`src/shared/cms_cfg.svh`:
```
// constants for the configuration mode sequencer
// assumes a 125 MHz clock and pins passed through two-flop synchronisers
//
// Contract
// power-on delay is 100 ms with the delay-select pin low, 12 ms high.
// every power-up needs a full configuration load before user mode.
// user i/o stays high-impedance from power-up until configured.
// after loading, an init phase resets registers, releases i/o, runs.
// the device is in exactly one of command mode or user mode.
// a low reconfig request in user mode forces a fresh load and init.
// weak pull-ups are off when pull select is high, on when low; the code turns them on only before and during load.
// the scan reconfig instruction acts like a pulse on the reconfig pin.
// the delay-select pin is sampled once and held until power cycle.
`ifndef CMS_CFG_SVH
`define CMS_CFG_SVH

`define CMS_CLK_MHZ 125
`define CMS_POR_LONG_MS 100
`define CMS_POR_SHORT_MS 12
`define CMS_POR_LONG_CYC (`CMS_POR_LONG_MS * 1000 * `CMS_CLK_MHZ)
`define CMS_POR_SHORT_CYC (`CMS_POR_SHORT_MS * 1000 * `CMS_CLK_MHZ)
`define CMS_INIT_CYC 16
`define CMS_CNT_W 24

`endif

```
`src/shared/cms_pkg.sv`:
```
// types for the configuration mode sequencer
// assumes the cfg header is included by users of timing values
package cms_pkg;

  typedef enum logic [4:0] {
    CMS_POR = 5'b00001,
    CMS_WAIT = 5'b00010,
    CMS_LOAD = 5'b00100,
    CMS_INIT = 5'b01000,
    CMS_USER = 5'b10000
  } cms_state_t;

  // status seen by the surrounding device
  typedef struct packed {
    logic command_mode;
    logic user_mode;
    logic init_phase;
  } cms_status_t;

endpackage

```
`src/design/cms_sequencer.sv`:
```
// power-up and configuration mode sequencer
// assumes pins arrive asynchronously; load done comes from clk-domain logic
`timescale 1ns/1ps
`default_nettype none
`include "cms_cfg.svh"

module cms_sequencer
  import cms_pkg::*;
#(
  parameter int POR_LONG_CYC = `CMS_POR_LONG_CYC,
  parameter int POR_SHORT_CYC = `CMS_POR_SHORT_CYC
)
(
  input wire logic clk,
  input wire logic reset_n,
  input wire logic por_delay_select,
  input wire logic weak_pull_select,
  input wire logic reconfig_request_n,
  input wire logic scan_reconfig_instr,
  input wire logic config_load_done,
  output logic config_enable,
  output logic register_reset,
  output logic user_io_oe,
  output logic weak_pull_enable,
  output cms_status_t status
);

  // ------------------------------------------------------------
  // pin synchronisers
  // ------------------------------------------------------------
  logic [1:0] sel_sync_reg;
  logic [1:0] pull_sync_reg;
  logic [1:0] req_sync_reg;
  logic [1:0] scan_sync_reg;

  always_ff @(posedge clk)
  begin
    if (!reset_n)
    begin
      sel_sync_reg <= 2'h0;
      pull_sync_reg <= 2'h0;
      req_sync_reg <= 2'h3;
      scan_sync_reg <= 2'h0;
    end
    else
    begin
      sel_sync_reg <= {sel_sync_reg[0], por_delay_select};
      pull_sync_reg <= {pull_sync_reg[0], weak_pull_select};
      req_sync_reg <= {req_sync_reg[0], reconfig_request_n};
      scan_sync_reg <= {scan_sync_reg[0], scan_reconfig_instr};
    end
  end

  // ------------------------------------------------------------
  // sequencer state
  // ------------------------------------------------------------
  cms_state_t state_reg, state_next;
  logic [`CMS_CNT_W-1:0] cnt_reg, cnt_next;
  logic sel_taken_reg;
  logic sel_hold_reg;
  logic scan_prev_reg;

  // reconfig trigger: pin low or rising edge of scan instruction
  wire scan_pulse = scan_sync_reg[1] & ~scan_prev_reg;
  wire reconfig_hit = ~req_sync_reg[1] | scan_pulse;
  wire [`CMS_CNT_W-1:0] por_target = sel_hold_reg ?
    POR_SHORT_CYC[`CMS_CNT_W-1:0] - 24'h1 :
    POR_LONG_CYC[`CMS_CNT_W-1:0] - 24'h1;

  // sample once
  always_ff @(posedge clk)
  begin
    if (!reset_n)
    begin
      sel_taken_reg <= 1'b0;
      sel_hold_reg <= 1'b0;
      scan_prev_reg <= 1'b0;
    end
    else
    begin
      scan_prev_reg <= scan_sync_reg[1];
      if (!sel_taken_reg && state_reg == CMS_WAIT)
      begin
        sel_taken_reg <= 1'b1;
        sel_hold_reg <= sel_sync_reg[1];
      end
    end
  end

  // next state
  always_comb
  begin
    state_next = state_reg;
    cnt_next = cnt_reg;
    case (state_reg)
      // synchronisers settle before the select pin is taken
      CMS_POR:
      begin
        if (cnt_reg == 24'h3)
        begin
          state_next = CMS_WAIT;
          cnt_next = 24'h0;
        end
        else
          cnt_next = cnt_reg + 24'h1;
      end
      // power-on delay
      CMS_WAIT:
      begin
        if (sel_taken_reg && cnt_reg == por_target)
        begin
          state_next = CMS_LOAD;
          cnt_next = 24'h0;
        end
        else if (sel_taken_reg)
          cnt_next = cnt_reg + 24'h1;
      end
      // full load needed
      CMS_LOAD:
      begin
        if (config_load_done && req_sync_reg[1])
        begin
          state_next = CMS_INIT;
          cnt_next = 24'h0;
        end
      end
      // init phase
      CMS_INIT:
      begin
        if (!req_sync_reg[1])
          state_next = CMS_LOAD;
        else if (cnt_reg == `CMS_CNT_W'(`CMS_INIT_CYC - 1))
          state_next = CMS_USER;
        else
          cnt_next = cnt_reg + 24'h1;
      end
      // reconfig back to command mode
      CMS_USER:
      begin
        if (reconfig_hit)
          state_next = CMS_LOAD;
      end
      default:
      begin
        state_next = CMS_POR;
        cnt_next = 24'h0;
      end
    endcase
  end

  always_ff @(posedge clk)
  begin
    if (!reset_n)
    begin
      state_reg <= CMS_POR;
      cnt_reg <= 24'h0;
    end
    else
    begin
      state_reg <= state_next;
      cnt_reg <= cnt_next;
    end
  end

  // ------------------------------------------------------------
  // registered outputs
  // ------------------------------------------------------------
  wire in_cmd = (state_next != CMS_USER);
  always_ff @(posedge clk)
  begin
    if (!reset_n)
    begin
      config_enable <= 1'b0;
      register_reset <= 1'b1;
      user_io_oe <= 1'b0;
      weak_pull_enable <= 1'b0;
      status <= '{command_mode: 1'b1, user_mode: 1'b0, init_phase: 1'b0};
    end
    else
    begin
      config_enable <= (state_next == CMS_LOAD);
      // registers held reset until user mode
      register_reset <= in_cmd;
      // tri-state in command mode
      user_io_oe <= ~in_cmd;
      // pull-ups only before and during load
      weak_pull_enable <= (state_next == CMS_POR || state_next == CMS_WAIT
        || state_next == CMS_LOAD) & ~pull_sync_reg[1];
      // exclusive modes
      status.command_mode <= in_cmd;
      status.user_mode <= ~in_cmd;
      status.init_phase <= (state_next == CMS_INIT);
    end
  end
endmodule
`default_nettype wire

```
`config.mk`:
```
export PLATFORM = sky130hd
export DESIGN_NAME = cms_sequencer
export DESIGN_NICKNAME = d
export VERILOG_FILES = /design/src/shared/cms_pkg.sv /design/src/design/cms_sequencer.sv
export VERILOG_INCLUDE_DIRS = /design/src /design/src/shared
export SDC_FILE = /design/constraint.sdc
export NUM_CORES = 1
export LEC_CHECK = 0
export CORE_MARGIN = 3
export CORE_UTILIZATION = 55
export DETAILED_ROUTE_END_ITERATION = 12
export DONT_BUFFER_PORTS = 1
export PLACE_DENSITY_LB_ADDON = 0.15
export SETUP_SLACK_MARGIN = 0.4
export SLEW_MARGIN = 20
export SYNTH_ARGS = -nofsm -noshare
export SYNTH_HDL_FRONTEND = slang
export SYNTH_SLANG_ARGS = --single-unit
```
`constraint.sdc`:
```
create_clock -name clk -period 2.9 [get_ports clk]
set_clock_uncertainty 0.2 [all_clocks]
set_input_delay 0 -clock clk [delete_from_list [all_inputs] [get_ports clk]]
set_output_delay 0 -clock clk [all_outputs]
set_load 0.1 [all_outputs]
```
Word-level counts from Yosys, hierarchy flattened
Cells that the tools add are included.
Cells by class
  mux-type cells: 15
  add/sub/neg operators: 1
  bitwise operators: 8
  equality and inequality tests: 17
  reduce and logical (&&, ||, !) cells: 7
Operators with widths (number)
  $mux W24: 7
  $pmux W24 S5: 1
  $mux W5: 6
  $pmux W5 S5: 1
  $add A24 B1 Y24 const B: 1
  $eq A24 B2 Y1 const B: 1
  $eq A24 B24 Y1: 1
  $eq A24 B4 Y1 const B: 1
  $eq A5 B1 Y1 const B: 2
  $eq A5 B2 Y1 const B: 2
  $eq A5 B3 Y1 const B: 2
  $eq A5 B4 Y1 const B: 2
  $ne A2 B2 Y1 const B: 3
  $eq A5 B5 Y1 const B: 1
  $ne A5 B5 Y1 const B: 1
  $not A1 Y1: 5
  $reduce_and A5 Y1: 1
  $logic_and A1 B1 Y1: 3
  $ne A3 B2 Y1 const B: 1
  $and A1 B1 Y1: 2
  $logic_or A1 B1 Y1: 2
  $logic_not A1 Y1: 1
  $or A1 B1 Y1: 1
Storage, ports and cells
  output and inout bits: 7
  bits in registers: 45
  logic and storage cells: 62

Logic depth before layout (Yosys ltp)
  word-level depth: 9
  mapped depth: 10
  gate-level depth less buffers: 7

Worst setup path before layout
Ideal clock, no wire load.
  path type: flip-flop to flip-flop
  start point: register cnt_reg[0]
  end point: register cnt_reg[6]
  period minus slack after synthesis: 2.349 ns
  data arrival time: 2.074 ns
  library setup time: 0.075 ns
  stages on the path, launching flop included: 10
  path buffers: 2
  slack: 0.551 ns
  cells stage by stage: dfxtp_1 > ha_1 > and3_1 > buf_2 > nand3_1 > nor3_1 > or3_4 > clkbuf_2 > or4_1 > a31oi_1
On the way
  longest elaborated chain between the ends: 4
  elaborated cells on any way between the ends: 14
Ends and longest elaborated chain
  start, declared: line cms_sequencer.sv:58  | logic [`CMS_CNT_W-1:0] cnt_reg, cnt_next;
  start signal, assigned: line cms_sequencer.sv:161  | cnt_reg <= cnt_next;
  $add A24 B1 Y24 or $eq A24 B24 Y1 (tied branches)
  $mux W24 (tied with other cells): line cms_sequencer.sv:132  | else if (cnt_reg == `CMS_CNT_W'(`CMS_INIT_CYC - 1))
  $mux W24 (tied with other cells): line cms_sequencer.sv:130  | if (!req_sync_reg[1])
  $pmux W24 S5 or $reduce_and A5 Y1 (tied branches)
Several ways; a longest one is shown, not always the timed one. The select of a mux whose other input is x is not followed.
A chain may end at the register's enable or synchronous reset.

Final worst setup path
  start point: register cnt_reg[5]
  end point: register cnt_reg[12]
The elaborated chain is that of the path after synthesis.

==> impl_metrics.ini <==
[critical_path]
cp_data_arrival_time_ns = 2.41
end_kind = flip-flop
start_kind = flip-flop
criticalPathCategory = reg -> reg
required_ns = 2.90
crit_fanout = 19

[final_layout]
antenna_cells = 0
fin_nets = 300
syn_to_final_growth_pct = 9.022
fillers = 357
final_layout_size_suffix_gt1_share_pct = 15.02
fin_cells = 343
stdcell_area_mm2 = 0.002676
largest_reg_flops = 24

[synth]
synth_area_leader_cell = dfxtp_1
synthTopCellsByArea = dfxtp_1 (37%), nand2_1 (5.8%), nand3_1 (5.5%), a31oi_1 (4.8%), or4_1 (4.3%)
synth_top_area_share_pct = 36.70
synth.distinct_cells = 59
yosysMostFrequentCell = dfxtp_1
avgSynthCellArea_um2 = 8.465
synth_area_mm2 = 0.002455
synthTopCellsByCount = dfxtp_1 (45), nand2_1 (38), nand3_1 (27), a31oi_1 (19), nor2_1 (15)
synthFlopType = dfxtp_1
syn-num-nets = 298
ys_ff_latch = 45
synth-edff-count = 0
async_reset_ff_share_pct = 0
yosys_warnings = 0
netlist_instances = 290
synth-seq-area-share_pct = 36.70

[detailed_routing]
vias_per_cell = 6.274
routed_wl_um = 5456
post_drt_wl_per_cell_um = 15.91
ant_nets = 0
drc = 0
vias = 2152
drt_first_pass_iters = 5
drt-initial-drc-count = 167

[timing]
drv_slew = 0
fin_crit_ns = 2.411
finalCritPeriodShare_pct = 83.15
max_freq_mhz = 414.7
worst_slack_ns = 0.4888
slew_headroom_pct = 33.85
hold_ws_ns = 0.1264
setup_violations = 0
hold_violations = 0
rsz0062_at_grt = true
tightest_slew_ns = 0.9947
final.setup.tns_ns = 0

[floorplanning]
die_w_um = 72.81
rows = 23
die_h_um = 72.81
io_pins = 14
start_util_pct = 59.24
dieArea_mm2 = 0.005301
core_mm2 = 0.004144

[job]
drv_cap = 0

[placement]
dp.cells = 325
post-place-ws_ns = 0.3562
port_buffers = 0
placed_area_mm2 = 0.002405
gp_congestion = 0.8147
dp_hpwl_um = 3479

[global_route]
grt_pass1_vias = 1906
grt_max_degree = 40
grt_pass1_wl_um = 9156
grtUsageTotal_pct = 21.99
grt_overflow = 0
antenna_found_initial = 0

[clock_network]
cts_made_buffers = 5
cts_root_buffer = clkbuf_8
path_clk_slew_ns = 0.09
clock_path_buffers = 2
insertion_delay_ns = 0.31
htreeDepth = 2
cts_tree = yes
cts_num_sinks = 45

[pwr]
p_leak_nw = 0.8747
cellPowerDensity_mw_per_mm2 = 510.9
vdd_drop_max_v = 0.0003663

[worst_hold_path]
min_path_type = in -> reg

[outcome]
status = finished, final reports clean
metal layers:
layer | vias to the layer above | part of all wire, % | track usage, %
met2 | 56 | 43 | 31.46
met5 | - | 0 | 0
met1 | 985 | 49 | 32.29
li1 | 1099 | - | -
met4 | 0 | 2.1 | 8.811
met3 | 12 | 5.5 | 4.132
power breakdown:
part / leakage (nW) / total (W) / switching [W] / internal (W)
combinational: 0.440 / 0.000141 / 0.0000822 / 0.0000588
sequential: 0.366 / 0.000656 / 0.0000209 / 0.000635
clock: 0.0687 / 0.000571 / 0.000224 / 0.000347
total: 0.875 / 0.00137 / 0.000327 / 0.00104
kinds of logic (layout without fill, tap and decap cells):
group	Yosys count	in the layout	share of synthesized area, %
DFF	45	45	36.70
adders and majority gates	1	1	0.5096
buffers and inverters	23	25	6.523
AOI/OAI and AO/OA	54	54	16.41
and+or+nand+nor	167	168	39.86
through the flow:
step | total power, W | utilization, %
4_1_cts | 0.001369 | 63.25
6_report | 0.001367 | 64.58
5_1_grt | 0.001428 | 64.58
2_1_floorplan | 0.0007762 | -
3_5_place_dp | 0.0007901 | 58.03
3_3_place_gp | 0.0007913 | 58.03
worst paths after layout:
kind	from	end	slack, ns	cells after the start
worst min-delay path	reconfig_request_n	req_sync_reg[0]	0.13	2
worst max register to register	cnt_reg[5]	cnt_reg[12]	0.49	6
worst max-delay path	cnt_reg[5]	cnt_reg[12]	0.49	6
worst min register to register	pull_sync_reg[1]	weak_pull_enable	0.20	1
cells in the final DEF, fill, tap and decap left out, types with 3 or more instances in the layout:
cell type and n:
nand4b_1 6, and4_1 3, or4_1 14, a31oi_1 19, o21ai_0 4, clkbuf_8 5
nand3b_1 6, nand4_1 10, inv_1 3, dfxtp_2 3, nor2_1 15, and2_1 8
buf_4 7, nor3_2 3, nand2b_1 4, dlygate4sd3_1 6, and3_1 4, a21oi_1 12
nor3_1 5, dfxtp_1 42, nand3_1 27, nand2_1 38
worst max-delay path, stage by stage, from the launching register on:
cell and delay, ns:
dfxtp_1 0.39, nor4_2 0.33, nand4_1 0.19, a2111oi_4 0.51
o211a_4 0.37, nor4_2 0.08, o31a_1 0.23
layout make-up:
cell class                 instances  area (um2)  share of cell area, %
inverter                           4       15.01                 0.5610
tap                               50       62.56                  2.338
clock buffer                       5       68.82                  2.571
multi-input combinational        223        1444                  53.95
sequential                        45       904.6                  33.80
clock inverter                     3       68.82                  2.571
timing repair buffer              13       112.6                  4.208
timing repair:
item                                    4_1_cts  5_1_grt
buffers inserted                              1        2
pin swaps                                     1        4
resized for setup                             2        8
hold buffers                                  6        0
hold endpoints to repair                     27        0
endpoints found under the setup margin        3       23
cloned                                        0        1
Power figures use the tool's default switching activity.
